<file path="src/design/ftb_pkg.sv">
// package for the flag, test and branch execution unit
package ftb_pkg;
    // instruction field values
    localparam logic [5:0] FTB_OP_TEST   = 6'h18;   // 011000
    localparam logic [5:0] FTB_OP_AND_NOT = 6'h19;  // 011001
    localparam logic [5:0] FTB_OP_BRNZ   = 6'h3A;   // 111010
    localparam logic [5:0] FTB_OP_BRZ    = 6'h3B;   // 111011
    // instruction word field positions
    localparam int FTB_OP_HI   = 31;
    localparam int FTB_OP_LO   = 26;
    localparam int FTB_ZUPD_BIT = 25;
    localparam int FTB_CUPD_BIT = 24;
    localparam int FTB_WR_BIT  = 23;
    localparam int FTB_IMM_BIT = 22;
    localparam int FTB_DST_HI  = 17;
    localparam int FTB_DST_LO  = 9;
    localparam int FTB_SRC_HI  = 8;
    localparam int FTB_SRC_LO  = 0;
    localparam int FTB_IMM_W   = 9;
    localparam int FTB_ADDR_W  = 9;
    localparam int FTB_DATA_W  = 32;
    // cycle counts
    localparam logic [3:0] FTB_CYC_ALU   = 4'h4;
    localparam logic [3:0] FTB_CYC_TAKEN = 4'h4;
    localparam logic [3:0] FTB_CYC_FALL  = 4'h8;
    localparam logic [3:0] FTB_CYC_ONE   = 4'h1;
    // states
    typedef enum logic [0:0] {FTB_IDLE, FTB_BUSY} ftb_state_t;
endpackage

</file>
<file path="src/design/ftb_parity.sv">
// parity tree for a data word
`timescale 1ns/1ps
`default_nettype none
module ftb_parity #(
    parameter int WIDTH = 32                 // word width
) (
    input  wire logic [WIDTH-1:0] data,      // word to test
    output logic                  odd        // high when odd count of ones
);
    // =====================================================================
    // reduction
    // =====================================================================
    initial begin
        if (WIDTH < 1) begin
            $error("ftb_parity: WIDTH must be positive");
        end
    end

    // xor of all bits; kept separate so the tree can be retimed alone
    always_comb begin
        odd = ^data;
    end
endmodule
`default_nettype wire

</file>
<file path="src/design/ftb_unit.sv">
// execution unit for flag-only and, and-not, and test-and-branch
// Operation
// - field 011000 decodes as flag-only and of destination with source
// - and result updates flags only unless write-back requested
// - source is register contents or 9-bit immediate by immediate bit
// - zero flag set when masked result is zero, if requested
// - carry flag set when result has odd count of ones, if requested
// - field 011001 decodes as flag-only and with inverted source
// - and-not inverts register or immediate source before the and
// - destination left unchanged unless write-back requested
// - flag-only and with write-back behaves as a normal and
// - flag-only and-not with write-back behaves as normal and-not
// - field 111010 branches when tested register is non-zero
// - field 111011 branches when tested register is zero
// - branch target is register contents or 9-bit immediate
// - on branches zero flag set when tested register is zero
// - branches take 4 cycles when taken, 8 when falling through
`timescale 1ns/1ps
`default_nettype none
module ftb_unit #(
    parameter int DATA_W = ftb_pkg::FTB_DATA_W,   // datapath width
    parameter int ADDR_W = ftb_pkg::FTB_ADDR_W    // program address width
) (
    input  wire logic              mclk,          // core clock
    input  wire logic              resetn,        // async reset, active low
    input  wire logic              issue,         // instruction presented
    input  wire logic [31:0]       instr,         // instruction word
    input  wire logic [DATA_W-1:0] dst_val,       // destination register value
    input  wire logic [DATA_W-1:0] src_val,       // source register value
    input  wire logic              zero_in,       // current zero flag
    input  wire logic              carry_in,      // current carry flag
    output logic                   busy,          // instruction in progress
    output logic                   done,          // last cycle pulse
    output logic                   claimed,       // instruction belongs here
    output logic                   zero_flag,     // zero flag after op
    output logic                   carry_flag,    // carry flag after op
    output logic                   flags_we,      // flags updated pulse
    output logic                   wb_we,         // destination write pulse
    output logic [ADDR_W-1:0]      wb_addr,       // destination index
    output logic [DATA_W-1:0]      wb_data,       // destination write data
    output logic                   jump,          // branch taken pulse
    output logic [ADDR_W-1:0]      jump_addr      // branch target
);
    import ftb_pkg::*;

    // =====================================================================
    // elaboration checks
    // =====================================================================
    initial begin
        if (DATA_W < FTB_IMM_W || ADDR_W < 1 || ADDR_W > DATA_W) begin
            $error("ftb_unit: unsupported width parameters");
        end
        // the literal field must be exactly as wide as the immediate
        if (FTB_SRC_HI - FTB_SRC_LO + 1 != FTB_IMM_W) begin
            $error("ftb_unit: source field and immediate width disagree");
        end
        // a narrow address port would silently drop destination bits
        if (FTB_DST_HI - FTB_DST_LO + 1 > ADDR_W) begin
            $error("ftb_unit: destination field wider than address port");
        end
        // the opcode field must match the width of the decode constants
        if (FTB_OP_HI - FTB_OP_LO + 1 != $bits(FTB_OP_TEST)) begin
            $error("ftb_unit: opcode field width mismatch");
        end
        // effect bits sit between the destination field and the opcode
        if (FTB_IMM_BIT <= FTB_DST_HI || FTB_ZUPD_BIT >= FTB_OP_LO) begin
            $error("ftb_unit: effect bits overlap another field");
        end
        // busy leaves when the count reaches one, so a count of one
        // or less would let the down counter wrap and stretch the instruction to 16 or 17 cycles
        if (FTB_CYC_ALU <= FTB_CYC_ONE || FTB_CYC_TAKEN <= FTB_CYC_ONE ||
            FTB_CYC_FALL <= FTB_CYC_ONE) begin
            $error("ftb_unit: cycle counts too short for the down counter");
        end
    end

    // =====================================================================
    // decode
    // =====================================================================
    // word layout: opcode on top, four effect bits below it, then the
    // destination index and the source index or literal at the bottom
    logic [5:0]        op;
    logic              op_test;
    logic              op_and_not;
    logic              op_brnz;
    logic              op_brz;
    logic              is_ours;
    logic [DATA_W-1:0] src_opnd;
    logic [DATA_W-1:0] masked;
    logic              parity_odd;
    logic              dst_zero;
    logic              take;

    // opcode compare against the four field values
    always_comb begin
        op         = instr[FTB_OP_HI:FTB_OP_LO];
        op_test    = (op == FTB_OP_TEST);
        op_and_not = (op == FTB_OP_AND_NOT);
        op_brnz    = (op == FTB_OP_BRNZ);
        op_brz     = (op == FTB_OP_BRZ);
        is_ours    = op_test | op_and_not | op_brnz | op_brz;
    end

    // source select; immediate is zero-extended, never sign-extended
    // with the immediate bit clear the low field is a register index instead
    always_comb begin
        if (instr[FTB_IMM_BIT]) begin
            src_opnd = {{(DATA_W-FTB_IMM_W){1'b0}},
                        instr[FTB_SRC_HI:FTB_SRC_LO]};
        end else begin
            src_opnd = src_val;
        end
    end

    // masking: invert the source for the and-not form
    // zero test and branch outcome look at the destination alone
    always_comb begin
        if (op_and_not) begin
            masked = dst_val & ~src_opnd;
        end else begin
            masked = dst_val & src_opnd;
        end
        dst_zero = (dst_val == '0);
        take     = op_brnz ? !dst_zero : dst_zero;
    end

    // parity of the masked word, ready in the issue cycle
    ftb_parity #(
        .WIDTH (DATA_W)
    ) u_parity (
        .data (masked),
        .odd  (parity_odd)
    );

    // =====================================================================
    // sequencing and results
    // =====================================================================
    ftb_state_t        state_q,   state_d;
    logic [3:0]        cnt_q,     cnt_d;
    logic              busy_q,    busy_d;
    logic              done_q,    done_d;
    logic              claim_q,   claim_d;
    logic              z_q,       z_d;
    logic              c_q,       c_d;
    logic              fwe_q,     fwe_d;
    logic              wwe_q,     wwe_d;
    logic [ADDR_W-1:0] waddr_q,   waddr_d;
    logic [DATA_W-1:0] wdata_q,   wdata_d;
    logic              jmp_q,     jmp_d;
    logic [ADDR_W-1:0] jaddr_q,   jaddr_d;
    logic              pend_q,    pend_d;
    logic              jtake_q,   jtake_d;

    // results are produced at issue and released on the final cycle, so
    // the core sees all effects together when the instruction retires
    always_comb begin
        state_d = state_q;
        cnt_d   = cnt_q;
        busy_d  = busy_q;
        done_d  = 1'b0;
        claim_d = 1'b0;
        z_d     = z_q;
        c_d     = c_q;
        fwe_d   = 1'b0;
        wwe_d   = 1'b0;
        waddr_d = waddr_q;
        wdata_d = wdata_q;
        jmp_d   = 1'b0;
        jaddr_d = jaddr_q;
        pend_d  = pend_q;
        unique case (state_q)
            FTB_IDLE: begin
                // only an idle unit takes a word; issue while busy is dropped
                if (issue && is_ours) begin
                    claim_d = 1'b1;
                    busy_d  = 1'b1;
                    state_d = FTB_BUSY;
                    pend_d  = 1'b0;
                    z_d     = zero_in;
                    c_d     = carry_in;
                    waddr_d = ADDR_W'(instr[FTB_DST_HI:FTB_DST_LO]);
                    wdata_d = masked;
                    if (op_test || op_and_not) begin
                        cnt_d = FTB_CYC_ALU - FTB_CYC_ONE;
                        if (instr[FTB_ZUPD_BIT]) begin
                            z_d = (masked == '0);
                        end
                        if (instr[FTB_CUPD_BIT]) begin
                            c_d = parity_odd;
                        end
                        // write-back turns these into plain and / and-not
                        pend_d = instr[FTB_WR_BIT];
                    end else begin
                        if (instr[FTB_ZUPD_BIT]) begin
                            z_d = dst_zero;
                        end
                        // branches report the carry as cleared, never as parity
                        if (instr[FTB_CUPD_BIT]) begin
                            c_d = 1'b0;
                        end
                        wdata_d = dst_val;                     // unchanged value
                        pend_d  = instr[FTB_WR_BIT];
                        jaddr_d = ADDR_W'(src_opnd);
                        cnt_d   = take ? FTB_CYC_TAKEN - FTB_CYC_ONE
                                       : FTB_CYC_FALL - FTB_CYC_ONE;
                    end
                    jmp_d = 1'b0;
                end
            end
            FTB_BUSY: begin
                // the done cycle is already idle, so a new word may be taken there
                if (cnt_q == FTB_CYC_ONE) begin
                    state_d = FTB_IDLE;
                    busy_d  = 1'b0;
                    done_d  = 1'b1;
                    fwe_d   = 1'b1;
                    wwe_d   = pend_q;
                    jmp_d   = (cnt_q == FTB_CYC_ONE) && jtake_q;
                end
                cnt_d = cnt_q - FTB_CYC_ONE;
            end
        endcase
    end

    // =====================================================================
    // branch outcome
    // =====================================================================
    // the outcome is fixed at issue; the register may change while busy,
    // so the jump must not look at the live operand again
    always_comb begin
        jtake_d = jtake_q;
        if (state_q == FTB_IDLE && issue && is_ours) begin
            jtake_d = (op_brnz || op_brz) && take;
        end
    end

    // outcome register, kept apart from the sequencer group
    always_ff @(posedge mclk or negedge resetn) begin
        if (!resetn) begin
            jtake_q <= 1'b0;
        end else begin
            jtake_q <= jtake_d;
        end
    end

    // =====================================================================
    // sequencer and result registers
    // =====================================================================
    // state registers; reset leaves every pulse low so nothing fires early
    always_ff @(posedge mclk or negedge resetn) begin
        if (!resetn) begin
            state_q <= FTB_IDLE;
            cnt_q   <= '0;
            busy_q  <= 1'b0;
            done_q  <= 1'b0;
            claim_q <= 1'b0;
            z_q     <= 1'b0;
            c_q     <= 1'b0;
            fwe_q   <= 1'b0;
            wwe_q   <= 1'b0;
            waddr_q <= '0;
            wdata_q <= '0;
            jmp_q   <= 1'b0;
            jaddr_q <= '0;
            pend_q  <= 1'b0;
        end else begin
            state_q <= state_d;
            cnt_q   <= cnt_d;
            busy_q  <= busy_d;
            done_q  <= done_d;
            claim_q <= claim_d;
            z_q     <= z_d;
            c_q     <= c_d;
            fwe_q   <= fwe_d;
            wwe_q   <= wwe_d;
            waddr_q <= waddr_d;
            wdata_q <= wdata_d;
            jmp_q   <= jmp_d;
            jaddr_q <= jaddr_d;
            pend_q  <= pend_d;
        end
    end

    // =====================================================================
    // output stage
    // =====================================================================
    // outputs straight from flip-flops
    // no logic after the registers, so the core sees clean timing
    always_comb begin
        busy       = busy_q;
        done       = done_q;
        claimed    = claim_q;
        zero_flag  = z_q;
        carry_flag = c_q;
        flags_we   = fwe_q;
        wb_we      = wwe_q;
        wb_addr    = waddr_q;
        wb_data    = wdata_q;
        jump       = jmp_q;
        jump_addr  = jaddr_q;
    end
endmodule
`default_nettype wire

</file>
<file path="config.mk">
export PLATFORM = sky130hd
export DESIGN_NAME = ftb_unit
export DESIGN_NICKNAME = d
export VERILOG_FILES = /design/src/design/ftb_pkg.sv /design/src/design/ftb_parity.sv /design/src/design/ftb_unit.sv
export SDC_FILE = /design/constraint.sdc
export NUM_CORES = 1
export LEC_CHECK = 0
export ABC_CLOCK_PERIOD_IN_PS = 3400
export BUFFER_PORTS_ARGS = -buffer_cell sky130_fd_sc_hd__clkbuf_2
export CORE_AREA = 2 2 94 96
export CTS_CLUSTER_SIZE = 40
export DETAILED_ROUTE_END_ITERATION = 10
export DIE_AREA = 0 0 96 98
export PLACE_DENSITY = 0.78
export SLEW_MARGIN = 10
export SYNTH_ARGS = -nofsm -noshare
export SYNTH_HDL_FRONTEND = slang
export SYNTH_SLANG_ARGS = --single-unit
</file>
<file path="constraint.sdc">
create_clock -name mclk -period 3.4 [get_ports mclk]
set_clock_uncertainty 0.15 [all_clocks]
set_input_delay 0.34 -clock mclk [delete_from_list [all_inputs] [get_ports mclk]]
set_output_delay 0.34 -clock mclk [all_outputs]
set_load 0.01 [all_outputs]
</file>
==> tab_implementation.tex <==
\begin{tabular}{lr}
\hline
Metric & Value \\
\hline
\multicolumn{2}{l}{\textbf{Worst setup path}} \\
\quad Maximum fanout along the worst path & 32 \\
\quad Terminus of the critical flop-to-flop path & cnt\_q[2] \\
\quad Register-to-register path setup slack & 1.33 ns \\
\quad Worst Reg2Reg Path Length in Cells & 7 \\
\quad Startpoint kind of the worst setup timing path & input port \\
\quad Maximum single-stage delay on the critical path & 0.31 ns \\
\quad Critical-path cell list & clkbuf\_2 > nand3b\_1 > nor3\_2 > nand2\_2 > buf\_4 > xnor2\_1 > nand2\_1 > ha\_1 > xnor2\_1 > xnor2\_1 > xnor2\_1 > xnor2\_1 > a31oi\_1 > o21ai\_0 \\
\quad Crit path top cell by count & sky130\_fd\_sc\_hd\_\_xnor2\_1 \\
\quad Arrival time worst endpoint & 2.71 ns \\
\quad Cell type of the slowest stage on the worst timing path & sky130\_fd\_sc\_hd\_\_ha\_1 \\
\quad Type of the worst setup path & input port to flop \\
\quad Cell class contributing the biggest share of worst-path delay & XOR/XNOR gates \\
\quad Number of buffers and inverters on the critical path & 2 \\
\quad Required time reported for the critical path endpoint & 3.45 ns \\
\quad Type of destination of the critical path & flop \\
\quad Startpoint of the lowest-slack register-to-register path & state\_q \\
\multicolumn{2}{l}{\textbf{Clock network}} \\
\quad Cell at the root of the clock tree & sky130\_fd\_sc\_hd\_\_clkbuf\_8 \\
\quad Clock-pin slew on the worst setup and hold paths & 0.07 ns \\
\quad Total setup buffers inserted after CTS & 0 \\
\quad H-Tree Level Count & 3 \\
\quad Cts bufs inserted & 9 \\
\quad Clock latency of the later-clocked register in the worst-skew pair & 0.33 ns \\
\quad Post-cts resize count & 0 \\
\quad \# clock sinks & 64 \\
\quad TritonCTS clock tree & built \\
\quad CTS max path bufs & 2 \\
\multicolumn{2}{l}{\textbf{Placement}} \\
\quad Detail Placement HPWL & 8050 um \\
\quad Weighted congestion reported at the end of routability-driven placement & 0.822 \\
\quad Post-Place Worst Slack & 0.380 ns \\
\quad Number of buffers added on ports & 154 \\
\multicolumn{2}{l}{\textbf{Timing}} \\
\quad Total setup violations reported at the end of the flow & 0 \\
\quad Fmax achieved & 376 MHz \\
\quad Final critical-path required period & 2.66 ns \\
\quad Fin crit share & 78.2\% \\
\quad Final Hold Fails & 0 \\
\quad Setup TNS Final & 0 ns \\
\quad Worst Tran Pin Value & 1.05 ns \\
\quad Final slew viol count & 0 \\
\quad Worst slew margin relative to its limit & 30.3\% \\
\quad Final worst setup slack & 0.743 ns \\
\quad Unrepaired setup endpoints after global routing & false \\
\multicolumn{2}{l}{\textbf{Logic synthesis}} \\
\quad Adder-cell share of the synthesized area & 5.55\% \\
\quad Leading cell type by number of instances after synthesis & sky130\_fd\_sc\_hd\_\_nand2\_1 \\
\quad Avg Inst Size Synth & 8.84 um2 \\
\quad Largest family of logic cells by synthesized area & simple AND/OR/NAND/NOR gates \\
\quad Share of the synthesized area in the top cell type & 39.5\% \\
\quad Most common library cells after synthesis & sky130\_fd\_sc\_hd\_\_nand2\_1, sky130\_fd\_sc\_hd\_\_o21ai\_0, sky130\_fd\_sc\_hd\_\_dfrtp\_1 \\
\quad Main area contributors after synthesis & sky130\_fd\_sc\_hd\_\_dfrtp\_1, sky130\_fd\_sc\_hd\_\_xnor2\_1, sky130\_fd\_sc\_hd\_\_nand2\_1, sky130\_fd\_sc\_hd\_\_o21ai\_0, sky130\_fd\_sc\_hd\_\_xor2\_1 \\
\quad Number of standard cells after synthesis & 459 \\
\quad Mux contribution to synthesized area & 2.47\% \\
\quad Cell taking the most area after synthesis & sky130\_fd\_sc\_hd\_\_dfrtp\_1 \\
\quad Post-synthesis share of cell area spent on and, or, nand and nor gates & 18.7\% \\
\quad Proportion of synthesized flip-flops having asynchronous set or reset & 100\% \\
\quad Post-synth top flop & sky130\_fd\_sc\_hd\_\_dfrtp\_1 \\
\quad Synth Net Count & 578 \\
\quad Yosys cell types & 35 \\
\quad Post-synth EDFFs & 0 \\
\quad Fraction of the mapped netlist area in compound gates & 11.9\% \\
\quad Post-synth design cell area & 0.00406 mm2 \\
\quad Yosys warns & 0 \\
\quad Flip-flop and latch count after synthesis & 64 \\
\quad Post-synthesis xor/xnor area fraction & 17.9\% \\
\quad Sequential cell area fraction in the yosys report & 39.5\% \\
\multicolumn{2}{l}{\textbf{Die}} \\
\quad Area of the die & 0.00941 mm2 \\
\quad Core Footprint & 0.00847 mm2 \\
\quad Number of I/O pins & 159 \\
\quad Die height & 98 um \\
\quad Std-Cell Rows & 34 \\
\quad Horizontal die dimension & 96 um \\
\quad Effective utilization at floorplan & 47.9\% \\
\multicolumn{2}{l}{\textbf{Min path}} \\
\quad Worst Hold Launch & instr[12] \\
\quad Worst Hold Depth & 3 \\
\quad Sink of the worst hold path & wb\_addr[3] \\
\quad Type of the most critical hold path & input port to flop \\
\multicolumn{2}{l}{\textbf{Flow run}} \\
\quad Number of violations of the max-capacitance limit & 0 \\
\multicolumn{2}{l}{\textbf{Final layout}} \\
\quad Number of diodes added for antenna fixing & 0 \\
\quad P\&R area growth vs syn & 26.4\% \\
\quad Share of layout cells above drive strength 1 & 31.4\% \\
\quad Fill cell total of the finished layout & 774 \\
\quad Total number of nets in the final design & 726 \\
\multicolumn{2}{l}{\textbf{Global route}} \\
\quad Via count of the first global-routing pass & 3708 \\
\quad Global Route Usage Sum & 22.5\% \\
\quad Global-route wire length before repair & 16700 um \\
\quad Leftover overflow at the end of global routing & 0 \\
\quad Maximum number of pins on one net before global-route repair & 44 \\
\quad Number of antenna violations at the first check in global routing & 0 \\
\multicolumn{2}{l}{\textbf{Power and ir drop}} \\
\quad Power per cell area & 598 mW/mm2 \\
\quad Maximum ir drop on the vdd rail & 0.228 mV \\
\quad Reported leakage power & 2.57 nW \\
\multicolumn{2}{l}{\textbf{Drt}} \\
\quad DRC violation count after routing & 0 \\
\quad DRT Pass-1 Iters & 4 \\
\quad Number of vias per cell & 5.04 \\
\quad Total length of routed wires & 10500 um \\
\quad Via count & 3627 \\
\quad Number of routed nets with antenna violations & 0 \\
\quad Average wire per cell in the routed design & 14.5 um \\
\quad Detailed Route Iter0 Violations & 71 \\
\multicolumn{2}{l}{\textbf{Outcome}} \\
\quad Result of the run & finished, final reports clean \\
\hline
\end{tabular}
==> placed cells by master (no fill, tap or decap), types with 3 or more instances in the layout <==
cell                       instances
sky130_fd_sc_hd__nand4_1           7
sky130_fd_sc_hd__dfrtp_1          64
sky130_fd_sc_hd__buf_4             9
sky130_fd_sc_hd__a31oi_1           4
sky130_fd_sc_hd__clkbuf_8         10
sky130_fd_sc_hd__clkbuf_2        153
sky130_fd_sc_hd__inv_1             7
sky130_fd_sc_hd__nor4_1            8
sky130_fd_sc_hd__xnor2_1          48
sky130_fd_sc_hd__ha_1             18
sky130_fd_sc_hd__nor2_1            3
sky130_fd_sc_hd__mux2i_1          10
sky130_fd_sc_hd__xor2_1           33
sky130_fd_sc_hd__nand2_1         108
sky130_fd_sc_hd__o21ai_2           9
sky130_fd_sc_hd__nor2b_1          24
sky130_fd_sc_hd__o21ai_0          67
==> cell families after synthesis <==
| logic type | after synthesis |
|---|---|
| and+or+nand+nor | 164 |
| buffers and inverters | 34 |
| DFF | 64 |
| AOI/OAI and AO/OA | 87 |
| adders and majority gates | 18 |
| xor gates and xnor gates | 82 |
| muxes | 10 |
==> final cells by class <==
class	count	area (um2)	area share, %
multi-input combinational	361	2300	44.8
clock inverter	5	80.1	1.56
tap	108	135	2.63
inverter	7	26.3	0.512
sequential	64	1600	31.2
clock buffer	11	141	2.76
timing repair buffer	164	848	16.5
==> routing by layer <==
layer | global-route usage, % | wire, um
met1 | 27.9 | 4550
met2 | 38.2 | 5050
met3 | 5.09 | 648
met4 | 7.36 | 211
met5 | 0 | 0
==> worst min-delay path, stage by stage <==
cell and delay [ns]:
sky130_fd_sc_hd__clkbuf_2 0.07, sky130_fd_sc_hd__nand2_1 0.04, sky130_fd_sc_hd__nand2_1 0.05
==> how the worst max path moves through the flow <==
stage                         start          to  cells past startpoint
after floorplan           instr[28]  carry_flag                     13
after global placement    instr[28]  carry_flag                     14
after detailed placement  instr[28]  carry_flag                     14
after CTS                 instr[28]  carry_flag                     14
after global routing      instr[28]  carry_flag                     14
final                     instr[28]  carry_flag                     14
==> metrics by stage <==
stage          instance area, um2  std cells  total power [mW]  hold WS (ns)  utilization (%)
6_report                     5130        720              3.07        0.0476             60.6
5_1_grt                      5130        720              3.30        0.0434             60.6
4_1_cts                      5130        720              3.11        0.0369             60.6
3_5_place_dp                 4900        703              2.36         0.232             57.8
3_3_place_gp                 4900        703              2.31         0.202             57.8
2_1_floorplan                4060        459              1.87        -0.106                -
==> flip-flops by register name, summed over array words and instances (netlist names) <==
register    count
state_q         1
carry_flag      1
claimed         1
cnt_q           4
flags_we        1
jump_addr       9
wb_we           1
wb_addr         9
jtake_q         1
wb_data        32
zero_flag       1
busy            1
jump            1
pend_q          1
==> report_power, final <==
| part | internal [mW] | switching [mW] |
|---|---|---|
| Combinational | 0.490 | 0.603 |
| Clock | 0.432 | 0.304 |
| Sequential | 1.06 | 0.176 |
==> timing repair <==
action / 4_1_cts / 5_1_grt
endpoints found under the setup margin: 0 / 0
endpoints found under the hold margin: 21 / 0
hold buffers: 1 / 0
(Power assumes the default switching activity.)
